--- src/hw/intc_pkg.sv ---
// Purpose: shared constants and types of the vectored interrupt unit
// Assumes: APB slave, 32-bit data, byte addresses on a 12-bit bus
// Notes: one aligned word per register
`default_nettype none
package intc_pkg;
	localparam int NUM_SRC = 32;
	localparam int SRC_FAST = 0;
	localparam int SRC_SYS = 1;
	localparam int SRC_EXT = 31;
	localparam int PERIPH_LO = 2;
	localparam int PERIPH_HI = 24;
	localparam int NUM_SYS = 8;
	localparam int ADDR_W = 12;
	localparam logic [3:0] NEST_DEPTH = 4'h8;
	// register byte offsets
	localparam logic [ADDR_W-1:0] MODE_BASE = 12'h000;
	localparam logic [ADDR_W-1:0] VEC_BASE = 12'h080;
	localparam logic [ADDR_W-1:0] CTRL_BASE = 12'h100;
	localparam logic [ADDR_W-1:0] OFF_IVR = 12'h100;
	localparam logic [ADDR_W-1:0] OFF_FVR = 12'h104;
	localparam logic [ADDR_W-1:0] OFF_CUR = 12'h108;
	localparam logic [ADDR_W-1:0] OFF_PEND = 12'h10c;
	localparam logic [ADDR_W-1:0] OFF_MASK = 12'h110;
	localparam logic [ADDR_W-1:0] OFF_MSET = 12'h114;
	localparam logic [ADDR_W-1:0] OFF_MCLR = 12'h118;
	localparam logic [ADDR_W-1:0] OFF_PCLR = 12'h11c;
	localparam logic [ADDR_W-1:0] OFF_PSET = 12'h120;
	localparam logic [ADDR_W-1:0] OFF_EOI = 12'h124;
	localparam logic [ADDR_W-1:0] OFF_FFSET = 12'h128;
	localparam logic [ADDR_W-1:0] OFF_FFCLR = 12'h12c;
	localparam logic [ADDR_W-1:0] OFF_FFSTAT = 12'h130;
	localparam logic [ADDR_W-1:0] OFF_PROT = 12'h134;
	localparam logic [ADDR_W-1:0] OFF_CKSET = 12'h140;
	localparam logic [ADDR_W-1:0] OFF_CKCLR = 12'h144;
	localparam logic [ADDR_W-1:0] OFF_CKSTAT = 12'h148;
	// bit masks and reset values
	localparam logic [31:0] RSV_MASK = 32'h7e00_0000;
	localparam logic [31:0] CLK_LOCK_MASK = 32'h8080_0003;
	localparam logic [31:0] CLK_RST = 32'h0000_0002;
	localparam logic [31:0] FAST_BIT = 32'h0000_0001;
	localparam int PROT_BIT = 0;
	// trig[1]: active high / rising, trig[0]: edge mode
	typedef struct packed {
		logic [1:0] trig;
		logic [2:0] prio;
	} srcmode_t;
	localparam srcmode_t MODE_RST = 5'h00;
	typedef struct packed {
		logic valid;
		logic [4:0] src;
		logic [2:0] prio;
	} winner_t;
endpackage : intc_pkg
`default_nettype wire

--- src/hw/src_detect.sv ---
// Purpose: per-source detector and pending flag
// Assumes: srcLevel already in the sys_clk domain
// Notes: internal sources ignore the polarity bit
`timescale 1ns/100ps
`default_nettype none
module src_detect (
	input wire logic sys_clk,
	input wire logic nrst,
	input wire logic srcLevel,
	input wire logic [1:0] trig,
	input wire logic internalSrc,
	input wire logic setPend,
	input wire logic clrPend,
	output logic pending
);
	logic active;
	logic activePrev_q, activePrev_d;
	logic pend_q, pend_d;

	// active level, polarity fixed positive for internal sources
	always_comb begin
		active = (internalSrc || trig[1]) ? srcLevel : !srcLevel;
		activePrev_d = active;
		if (trig[0]) begin
			// edge: sticky, a new edge wins over a clear
			if ((active && !activePrev_q) || setPend) begin
				pend_d = 1'b1;
			end else if (clrPend) begin
				pend_d = 1'b0;
			end else begin
				pend_d = pend_q;
			end
		end else begin
			pend_d = active || setPend; // level follows the line
		end
	end

	always_ff @(posedge sys_clk or negedge nrst) begin
		if (!nrst) begin
			activePrev_q <= 1'b0;
			pend_q <= 1'b0;
		end else begin
			activePrev_q <= activePrev_d;
			pend_q <= pend_d;
		end
	end

	assign pending = pend_q;
endmodule : src_detect
`default_nettype wire

--- src/hw/vectored_interrupt_unit.sv ---
// Purpose: vectored, prioritised interrupt unit with APB registers
// Assumes: sys_clk 200 MHz, nrst asynchronous active low
// Notes: pins pass two flops; APB answers one cycle after setup
// Contract
// - drive active-low normal and fast request lines to the core
// - thirty-two sources, each maskable with its own vector
// - source zero is the external fast input on the fast path
// - source one is the OR of eight system unit interrupts
// - internal sources choose edge or level detection
// - external sources choose rising, falling, high or low
// - two external inputs: fast on source zero, normal on 31
// - eight-level priority over sources 1 to 31 drives normal request
// - nesting: strictly higher pending priority still raises request
// - one writable 32-bit vector register per source
// - vector read returns vector of the source chosen for service
// - protect mode stops reads from changing interrupt state
// - fast forcing moves selected sources onto the fast request
// - source equals peripheral number; 25 to 30 never assert
// - source one only inside this unit, its clocks never gated
// - clock enable and disable ignore bits 0, 1, 23 and 31
`timescale 1ns/100ps
`default_nettype none
module vectored_interrupt_unit
	import intc_pkg::*;
(
	input wire logic sys_clk,
	input wire logic nrst,
	input wire logic [ADDR_W-1:0] paddr,
	input wire logic psel,
	input wire logic penable,
	input wire logic pwrite,
	input wire logic [31:0] pwdata,
	output logic [31:0] prdata,
	output logic pready,
	output logic pslverr,
	input wire logic externalFastInput,
	input wire logic externalNormalInput,
	input wire logic [NUM_SRC-1:0] periphIrq,
	input wire logic [NUM_SYS-1:0] sysUnitIrq,
	output logic normalRequestOutN,
	output logic fastRequestOutN,
	output logic [31:0] powerManagerClkEn
);
	logic fastMeta_q, fastMeta_d, fastSync_q, fastSync_d;
	logic normMeta_q, normMeta_d, normSync_q, normSync_d;
	logic [NUM_SRC-1:0] rawSrc, pendVec, setVec, clrVec, cand;
	srcmode_t modeQ [NUM_SRC];
	srcmode_t modeD [NUM_SRC];
	logic [31:0] vecQ [NUM_SRC];
	logic [31:0] vecD [NUM_SRC];
	logic [31:0] maskQ, maskD, ffeQ, ffeD, clkQ, clkD;
	logic protQ, protD;
	logic [2:0] lvlStackQ [NEST_DEPTH];
	logic [2:0] lvlStackD [NEST_DEPTH];
	logic [4:0] srcStackQ [NEST_DEPTH];
	logic [4:0] srcStackD [NEST_DEPTH];
	logic [3:0] spQ, spD, spM1;
	winner_t win, ackQ, ackD;
	logic irqCond, fastCond, setup, rdDone, wrDone, doAck, doEoi, mapped;
	logic [31:0] prdata_q, prdata_d, rdMux;
	logic pready_q, pready_d, pslverr_q, pslverr_d;
	logic normReqN_q, normReqN_d, fastReqN_q, fastReqN_d;
	logic [2:0] topLvl;
	logic [4:0] topSrc;
	logic tieLower;

	// two-flop synchronisers on the external pins
	always_comb begin
		fastMeta_d = externalFastInput;
		fastSync_d = fastMeta_q;
		normMeta_d = externalNormalInput;
		normSync_d = normMeta_q;
	end

	always_ff @(posedge sys_clk or negedge nrst) begin
		if (!nrst) begin
			fastMeta_q <= 1'b1; // idle high, no false event
			fastSync_q <= 1'b1;
			normMeta_q <= 1'b1;
			normSync_q <= 1'b1;
		end else begin
			fastMeta_q <= fastMeta_d;
			fastSync_q <= fastSync_d;
			normMeta_q <= normMeta_d;
			normSync_q <= normSync_d;
		end
	end

	// source map by peripheral number
	always_comb begin
		rawSrc = '0;
		rawSrc[SRC_FAST] = fastSync_q;
		rawSrc[SRC_SYS] = |sysUnitIrq;
		rawSrc[PERIPH_HI:PERIPH_LO] = periphIrq[PERIPH_HI:PERIPH_LO];
		rawSrc[SRC_EXT] = normSync_q;
	end

	// one detector per source
	for (genvar g = 0; g < NUM_SRC; g++) begin : g_src
		src_detect u_det (
			.sys_clk(sys_clk),
			.nrst(nrst),
			.srcLevel(rawSrc[g]),
			.trig(modeQ[g].trig),
			.internalSrc(g != SRC_FAST && g != SRC_EXT),
			.setPend(setVec[g]),
			.clrPend(clrVec[g]),
			.pending(pendVec[g])
		);
	end

	// bus phase decode
	assign setup = psel && !penable;
	assign rdDone = psel && penable && pready_q && !pwrite;
	assign wrDone = psel && penable && pready_q && pwrite && mapped;
	assign doAck = (paddr == OFF_IVR) && ((rdDone && !protQ) || (wrDone && protQ));
	assign doEoi = wrDone && (paddr == OFF_EOI);
	assign spM1 = spQ - 4'h1;
	assign topLvl = lvlStackQ[spM1[2:0]];
	assign topSrc = (spQ != '0) ? srcStackQ[spM1[2:0]] : '0;

	// arbitration: highest level, lower number on a tie
	always_comb begin
		cand = pendVec & maskQ & ~ffeQ & ~FAST_BIT;
		win = '0;
		for (int i = NUM_SRC - 1; i > SRC_FAST; i--) begin
			if (cand[i] && (!win.valid || modeQ[i].prio >= win.prio)) begin
				win.valid = 1'b1;
				win.src = 5'(i);
				win.prio = modeQ[i].prio;
			end
		end
		irqCond = win.valid && (spQ == '0 || win.prio > topLvl);
		fastCond = |(pendVec & maskQ & (ffeQ | FAST_BIT));
		normReqN_d = !irqCond;
		fastReqN_d = !fastCond;
	end

	// software set and clear of pending flags
	always_comb begin
		setVec = '0;
		clrVec = '0;
		if (wrDone && paddr == OFF_PSET) begin
			setVec = pwdata & ~RSV_MASK;
		end
		if (wrDone && paddr == OFF_PCLR) begin
			clrVec = pwdata;
		end
		if (doAck && ackQ.valid) begin
			clrVec = clrVec | (32'h1 << ackQ.src);
		end
		if (rdDone && paddr == OFF_FVR && !protQ) begin
			clrVec = clrVec | FAST_BIT;
		end
	end

	// nesting stack of serviced levels
	always_comb begin
		spD = spQ;
		lvlStackD = lvlStackQ;
		srcStackD = srcStackQ;
		if (doAck && ackQ.valid && spQ < NEST_DEPTH) begin
			lvlStackD[spQ[2:0]] = ackQ.prio;
			srcStackD[spQ[2:0]] = ackQ.src;
			spD = spQ + 4'h1;
		end else if (doEoi && spQ != '0) begin
			spD = spM1;
		end
	end

	always_ff @(posedge sys_clk or negedge nrst) begin
		if (!nrst) begin
			spQ <= '0;
			for (int i = 0; i < NEST_DEPTH; i++) begin
				lvlStackQ[i] <= '0;
				srcStackQ[i] <= '0;
			end
		end else begin
			spQ <= spD;
			lvlStackQ <= lvlStackD;
			srcStackQ <= srcStackD;
		end
	end

	// register writes
	always_comb begin
		modeD = modeQ;
		vecD = vecQ;
		maskD = maskQ;
		ffeD = ffeQ;
		clkD = clkQ;
		protD = protQ;
		if (wrDone && paddr < VEC_BASE) begin
			modeD[paddr[6:2]] = srcmode_t'({pwdata[6:5], pwdata[2:0]});
		end
		if (wrDone && paddr >= VEC_BASE && paddr < CTRL_BASE) begin
			vecD[paddr[6:2]] = pwdata;
		end
		if (wrDone) begin
			unique case (paddr)
				OFF_MSET: maskD = maskQ | (pwdata & ~RSV_MASK);
				OFF_MCLR: maskD = maskQ & ~pwdata;
				OFF_FFSET: ffeD = ffeQ | (pwdata & ~FAST_BIT);
				OFF_FFCLR: ffeD = ffeQ & ~pwdata;
				OFF_PROT: protD = pwdata[PROT_BIT];
				OFF_CKSET: clkD = clkQ | (pwdata & ~CLK_LOCK_MASK);
				OFF_CKCLR: clkD = clkQ & ~(pwdata & ~CLK_LOCK_MASK);
				default: ;
			endcase
		end
	end

	always_ff @(posedge sys_clk or negedge nrst) begin
		if (!nrst) begin
			for (int i = 0; i < NUM_SRC; i++) begin
				modeQ[i] <= MODE_RST;
				vecQ[i] <= '0;
			end
			maskQ <= '0;
			ffeQ <= '0;
			clkQ <= CLK_RST;
			protQ <= 1'b0;
		end else begin
			modeQ <= modeD;
			vecQ <= vecD;
			maskQ <= maskD;
			ffeQ <= ffeD;
			clkQ <= clkD;
			protQ <= protD;
		end
	end

	// read mux; vector read shows the winner taken at setup
	always_comb begin
		rdMux = '0;
		mapped = 1'b1;
		if (paddr < VEC_BASE) begin
			rdMux = {25'h0, modeQ[paddr[6:2]].trig, 2'h0, modeQ[paddr[6:2]].prio};
		end else if (paddr < CTRL_BASE) begin
			rdMux = vecQ[paddr[6:2]];
		end else begin
			unique case (paddr)
				OFF_IVR: rdMux = irqCond ? vecQ[win.src] : '0;
				OFF_FVR: rdMux = vecQ[SRC_FAST];
				OFF_CUR: rdMux = {27'h0, topSrc};
				OFF_PEND: rdMux = pendVec;
				OFF_MASK: rdMux = maskQ;
				OFF_FFSTAT: rdMux = ffeQ;
				OFF_PROT: rdMux = {31'h0, protQ};
				OFF_CKSTAT: rdMux = clkQ;
				OFF_MSET, OFF_MCLR, OFF_PCLR, OFF_PSET, OFF_EOI,
				OFF_FFSET, OFF_FFCLR, OFF_CKSET, OFF_CKCLR: rdMux = '0;
				default: mapped = 1'b0;
			endcase
		end
		if (paddr[1:0] != 2'h0 || paddr > OFF_CKSTAT) begin
			mapped = 1'b0;
			rdMux = '0;
		end
	end

	// APB answer: one wait-free access phase after setup
	always_comb begin
		pready_d = setup;
		pslverr_d = setup && !mapped;
		prdata_d = setup ? rdMux : prdata_q;
		ackD = ackQ;
		if (setup) begin
			ackD = win;
			ackD.valid = irqCond;
		end
	end

	always_ff @(posedge sys_clk or negedge nrst) begin
		if (!nrst) begin
			pready_q <= 1'b0;
			pslverr_q <= 1'b0;
			prdata_q <= '0;
			ackQ <= '0;
			normReqN_q <= 1'b1;
			fastReqN_q <= 1'b1;
		end else begin
			pready_q <= pready_d;
			pslverr_q <= pslverr_d;
			prdata_q <= prdata_d;
			ackQ <= ackD;
			normReqN_q <= normReqN_d;
			fastReqN_q <= fastReqN_d;
		end
	end

	assign prdata = prdata_q;
	assign pready = pready_q;
	assign pslverr = pslverr_q;
	assign normalRequestOutN = normReqN_q;
	assign fastRequestOutN = fastReqN_q;
	assign powerManagerClkEn = clkQ;

	// checks
	a_fast_source0: assert property (
		@(posedge sys_clk) disable iff (!nrst)
		pendVec[SRC_FAST] && maskQ[SRC_FAST] |=> !fastRequestOutN)
		else $error("fast source did not raise fast request");
	a_masked_quiet: assert property (
		@(posedge sys_clk) disable iff (!nrst)
		!normalRequestOutN |-> $past(|(pendVec & maskQ)))
		else $error("normal request without unmasked pending source");
	a_reserved_idle: assert property (
		@(posedge sys_clk) disable iff (!nrst)
		(pendVec & RSV_MASK) == '0)
		else $error("reserved source became pending");
	a_clock_locked: assert property (
		@(posedge sys_clk) disable iff (!nrst)
		(clkQ & CLK_LOCK_MASK) == CLK_RST)
		else $error("locked clock enable bit changed");
	a_nest_raise: assert property (
		@(posedge sys_clk) disable iff (!nrst)
		spQ != '0 && win.valid && win.prio > topLvl |=> !normalRequestOutN)
		else $error("higher level not raised during service");
	a_protect_hold: assert property (
		@(posedge sys_clk) disable iff (!nrst)
		protQ && rdDone && paddr == OFF_IVR |=> spQ == $past(spQ))
		else $error("vector read changed state in protect mode");
	a_forced_fast: assert property (
		@(posedge sys_clk) disable iff (!nrst)
		|(pendVec & maskQ & ffeQ) |=> !fastRequestOutN)
		else $error("forced source did not reach fast request");
	a_ack_push: assert property (
		@(posedge sys_clk) disable iff (!nrst)
		doAck && ackQ.valid && spQ < NEST_DEPTH |=> spQ == $past(spQ) + 4'h1
		##0 topSrc == $past(ackQ.src))
		else $error("acknowledge did not push the served source");

	// helper: a lower-numbered candidate sits at the winning level
	always_comb begin
		tieLower = 1'b0;
		for (int j = SRC_SYS; j < NUM_SRC; j++) begin
			if (cand[j] && modeQ[j].prio == win.prio
				&& 5'(j) < win.src) begin
				tieLower = 1'b1;
			end
		end
	end

	a_tie_lower: assert property (
		@(posedge sys_clk) disable iff (!nrst)
		win.valid |-> !tieLower)
		else $error("tie not resolved to the lower source");
	a_apb_one_wait: assert property (
		@(posedge sys_clk) disable iff (!nrst)
		setup |=> pready ##1 !pready)
		else $error("access phase length wrong");
endmodule : vectored_interrupt_unit
`default_nettype wire

--- config.mk ---
export PLATFORM = sky130hd
export DESIGN_NAME = vectored_interrupt_unit
export DESIGN_NICKNAME = d
export VERILOG_FILES = /design/src/hw/intc_pkg.sv /design/src/hw/src_detect.sv /design/src/hw/vectored_interrupt_unit.sv
export SDC_FILE = /design/constraint.sdc
export NUM_CORES = 2
export LEC_CHECK = 0
export BUFFER_PORTS_ARGS = -buffer_cell sky130_fd_sc_hd__clkbuf_2
export CORE_MARGIN = 2
export CORE_UTILIZATION = 51
export DETAILED_ROUTE_END_ITERATION = 7
export PLACE_DENSITY = 0.65
export SYNTH_ARGS = -nofsm -noshare
export SYNTH_HDL_FRONTEND = slang
export SYNTH_SLANG_ARGS = --single-unit
--- constraint.sdc ---
create_clock -name sys_clk -period 62.9 [get_ports sys_clk]
set_clock_uncertainty 0.2 [all_clocks]
set_input_delay 3.145 -clock sys_clk [delete_from_list [all_inputs] [get_ports sys_clk]]
set_output_delay 3.145 -clock sys_clk [all_outputs]
set_load 0.01 [all_outputs]
# == Word-level counts from Yosys, hierarchy flattened ==
# Index checks and enable logic that the tools add are counted.
# totals
mem_count,0
mem_bits_ro,0
latch_bits,0
reg_bits,1456
mem_bits_rw,0
output_inout_bits,68
# op_classes
muxes,175
reduce_logical,243
shifts,1
add_sub_neg,2
mul,0
n_eq_ne,49
n_div,0
n_lt_le_gt_ge,42
bitwise_logic,17
# ops
op,n
bitwise mux 1024 bit,1
two-way mux 32 bit,12
binary-select mux 32 bit (select 5 bit),2
two-way mux 9 bit,31
case mux 32 bit (8 select lines),1
"== test 12 x 9 -> 1 bit, second input constant",17
bitwise AND 32 bit,6
case mux 32 bit (2 select lines),3
bitwise mux 160 bit,1
demux 32 bit (select 5 bit),1
two-way mux 1 bit,103
bitwise OR 32 bit,3
greater-or-equal comparator 3 bit,30
logical OR 1 bit,85
logical AND 1 bit,80
"!= test 3 x 2 -> 1 bit, second input constant",26
zero test 1 bit,64
inverter 32 bit,2
bitwise mux 40 bit,1
two-way mux 5 bit,7
inverter 31 -> 32 bit,1
bitwise OR 32 x 31 -> 32 bit,1
OR reduction 32 bit,1
"<< shifter 1 x 5 -> 32 bit, first input constant",1
30 further kinds,49

# == Depth between registers and ports, before layout ==
# logic_depth
depth_word,132
mapped_depth,196

# == Modules after synthesis ==
# A second synthesis with hierarchy kept.
# unflattened
cells_unflattened,6936
hier_area_um2,80144.4
# modules_own_cells
mod,instances,area_per_inst_um2,seq_area_each_um2,cells_each
vectored_interrupt_unit,1,77501.8,34891.0,6712
src_detect,32,82.6,50.0,7

# == Worst setup path after synthesis ==
# Ideal clock, no wire load.
# synth_path
path_kind,register -> register
startpoint,register (tool-made name)
endpoint,register prdata_q[2] (netlist: prdata[2])
path_stages_with_launch,186
period_less_slack_ns,34.885
arrival_time_ns,34.582
setup_ns,0.104
path_slack_ns,28.015
n_path_buf,4
cell_sequence,dfrtp_1 -> and3b_1 -> buf_2 -> and2_1 -> ha_1 -> nor2b_1 -> o21ai_0 -> a21oi_1 -> a22o_1 -> ha_1 -> nor3b_1 -> o221ai_2 -> and2_1 -> buf_2 -> mux2_2 -> ha_1 -> o211ai_1 -> a31oi_1 -> [... 150 more ...] -> mux2_2 -> ha_1 -> nand2b_1 -> a21oi_1 -> nor2b_1 -> o31ai_2 -> mux2_2 -> ha_1 -> a21oi_1 -> a31oi_1 -> o32ai_1 -> nor4_1 -> nand2_1 -> nor2_1 -> o21ai_0 -> or4_1 -> and3_1 -> o41ai_2
# synth_lines
element,line,rtl
"end signal, assigned",vectored_interrupt_unit.sv:285,prdata_q <= prdata_d;
"end, declared",vectored_interrupt_unit.sv:60,"logic [31:0] prdata_q, prdata_d, rdMux;"

==> summary.txt <==
Synthesis
  – Number of library cell types mapped by synthesis: 101
  – Largest area contributor in the netlist: dfrtp_1
  – #FFs+latches synth: 1,446
  – Ranking of synthesized cells by area: dfrtp_1 (47%), mux2_2 (19%), mux4_2 (9.1%)
  – Syn Inst Count: 6,467
  – Number of synthesized flops with an enable pin: 0
  – Ys async rst share: 100%
  – Share of the yosys chip area belonging to registers: 46.9%
  – Top FF cell, synth: dfrtp_1
  – Synth Cell Area: 77,100 um2
  – Area share of the largest cell type after synthesis: 46.7%
  – Syn Area/Cell: 11.9 um2
  – YS warnings: 0

Worst setup path
  – CP Capture Type: flop
  – Crit-path max cell delay: 0.94 ns
  – Worst setup SP type: flop
  – Critical path fanouts, max: 147
  – R2r endpoint: prdata[29]
  – Worst R2R Setup Slack: 19.69 ns
  – R2R cell count: 174
  – CP Class: reg -> reg
  – CP max stage cell: nor2_1
  – CP arrival: 43.74 ns
  – CP most frequent cell: ha_1
  – Worst Path Required: 63.43 ns

Detailed routing
  – Via count: 60,000
  – Routed wire length: 285,000 um
  – Post-route ant nets: 0
  – DRC: 0
  – 1st-iter DRT viols: 8,157
  – Via density: 7.07
  – DR pass1 iterations: 6
  – Wirelength per Cell: 33.6 um

Pwr
  – Static Leak: 39.4 nW
  – Pwr per Cell Area: 23.2 nW/um2
  – Max VDD drop: 25.4 uV

Die
  – Core ar.: 150,000 um2
  – FP Rows: 142
  – # IOs: 159
  – Die Area: 154,000 um2
  – Height of the die: 393 um
  – Initial Util: 51.4%
  – Die W: 393 um

CTS
  – Post-CTS sizing: 0
  – Clk Latency, worst-skew pair: 0.81 ns
  – CTS hold repair buffers: 0
  – Clock sink total: 1,446
  – TritonCTS clock tree: built
  – Worst-path clk slew: 0.06 ns
  – Root Buffer: clkbuf_16
  – Number of buffers created by CTS: 156
  – CTS max path bufs: 3
  – CTS HTree Levels: 4
  – Number of buffers added for setup after CTS: 0

Finish
  – Non-Filler Instances: 8,486
  – Highest-count cells in the layout ignoring fill and taps: dfrtp_1 (1,440), mux2_2 (1,295), nand2_1 (654)
  – Fill count: 12,500
  – Commonest non-fill, non-tap cell in the layout: dfrtp_1
  – Post-layout nets: 6,490
  – Layout cells sized above 1: 35.1%
  – Synthesis-to-finish area growth: 9.97%
  – Core Util, Final: 56.6%

Place
  – Port Buffers: 145
  – Detail Placement HPWL: 168,000 um
  – DP Worst Slack: 20.60 ns
  – Placer Congestion: 0.955
  – Dpl cells: 8,197

Hold path
  – WHS Endpoint: fastSync_q
  – Hold path depth: 0
  – Hold WC Path Type: reg -> reg
  – Hold Startpoint: fastMeta_q

Global routing
  – First-pass GRT wire length: 409,000 um
  – Vias in the first global route: 58,300
  – Grt total ovfl: 0
  – Largest net degree at the start of global routing: 152
  – Gr usage total: 36.6%
  – Initial antenna violation count: 10

Job
  – MaxCap Viol Count: 0

Timing
  – Least-Margin Pin Slew: 1.37 ns
  – Relative slew slack: 8.29%
  – Final hold violation count: 0
  – Final worst setup slack: 19.69 ns
  – Final cycle utilization of the critical path: 68.7%
  – Final worst path period need: 43.21 ns
  – Setup TNS: 0 ns
  – Final setup fails: 0
  – Final max-slew violation count: 0
  – RSZ-0062 raised after global routing: no
  – Highest Clock Rate: 23.1 MHz

Run status
  – Status: finished clean
[critical path, delay by kind of cell (launching register included)]
family	cells	cell delay (ns)
adder cells (fa/ha/maj)	24	6.49
buffers and inverters	11	2.08
AO/OA/AOI/OAI	83	21.36
flip-flops	1	0.41
multiplexers	6	2.40
AND/OR/NAND/NOR	50	9.97
[area by class of cell]
type                       instances  area [um2]  area share (%)
multi-input combinational       4383       38700            45.6
sequential                      1446       36200            42.7
clock buffer                     229        4630            5.46
tap                             2016        2520            2.97
timing repair buffer             288        1900            2.24
clock inverter                    54         616           0.726
inverter                          64         240           0.283
antenna                            6        15.0          0.0177
[synthesized netlist by cell type, types with 18 or more instances]
library cell and n:
o22ai_1 159, o221ai_1 35, buf_1 150, and3_1 31
inv_1 63, ha_1 60, a22o_1 23, o21a_1 22
dfrtp_1 1440, mux2i_1 116, mux4_2 312, nor3_1 83
nor2_1 173, buf_2 73, clkbuf_1 342, or4_1 21
a21o_1 22, a221o_1 39, nand3b_1 18, a221oi_1 227
o21ai_0 203, mux2_2 1295, nand3_1 144, a21oi_1 209
a31oi_1 72, nor2b_1 18, nor4_1 55, and2_1 20
nand2_1 690, a211oi_1 28, nand2b_1 39
[sequential cells by signal, indices dropped and copies added, names as in the netlist, 4 cells and up, named ones only]
name,count
srcStackQ,40
lvlStackQ,24
modeQ,160
maskQ,6
ackQ,9
spQ,4
prdata,32
g_src.u_det.activePrev_q,26
vecQ,1024
g_src.u_det.pending,26
[how the worst max path moves through the flow]
stage,startpoint,slack [ns],to
floorplan,flop,28.01,prdata[2]
detailed placement,flop,20.60,prdata[29]
global placement,flop,21.06,prdata[29]
finish,flop,19.69,prdata[29]
global route,flop,16.36,prdata[29]
CTS,flop,20.42,prdata[29]
[cell families after synthesis]
group,after synthesis,synth area share [%]
xor gates and xnor gates,5,0.0568
other,2,0.00974
buffers and inverters,640,3.29
DFF,1446,46.9
muxes,1726,29.6
adders and majority gates,60,0.973
and+or+nand+nor,1366,8.10
AOI/OAI and AO/OA,1222,11.1
[per-layer routing]
layer	track usage (%)	vias to the layer above	share of wire (%)
met5	0.606	-	0.080
met4	21.2	16	6.5
met3	11.2	903	12
met2	54.2	3829	44
met1	47.7	31000	38
li1	-	24200	-
[metrics by stage]
stage          instance area, um2  hold WS (ns)  power [mW]
6_report                    84800         0.166        1.97
5_1_grt                     84800         0.167        2.02
4_1_cts                     84800         0.164        1.98
3_5_place_dp                79500         0.151        1.03
3_3_place_gp                79500         0.150        1.03
2_1_floorplan               77100         0.145       0.987
[power by group]
group	internal (mW)	switching [mW]	total, mW
Clock	0.556	0.398	0.954
Sequential	0.932	0.00199	0.934
Combinational	0.0175	0.0651	0.0826
Power figures use the tool's default switching activity.
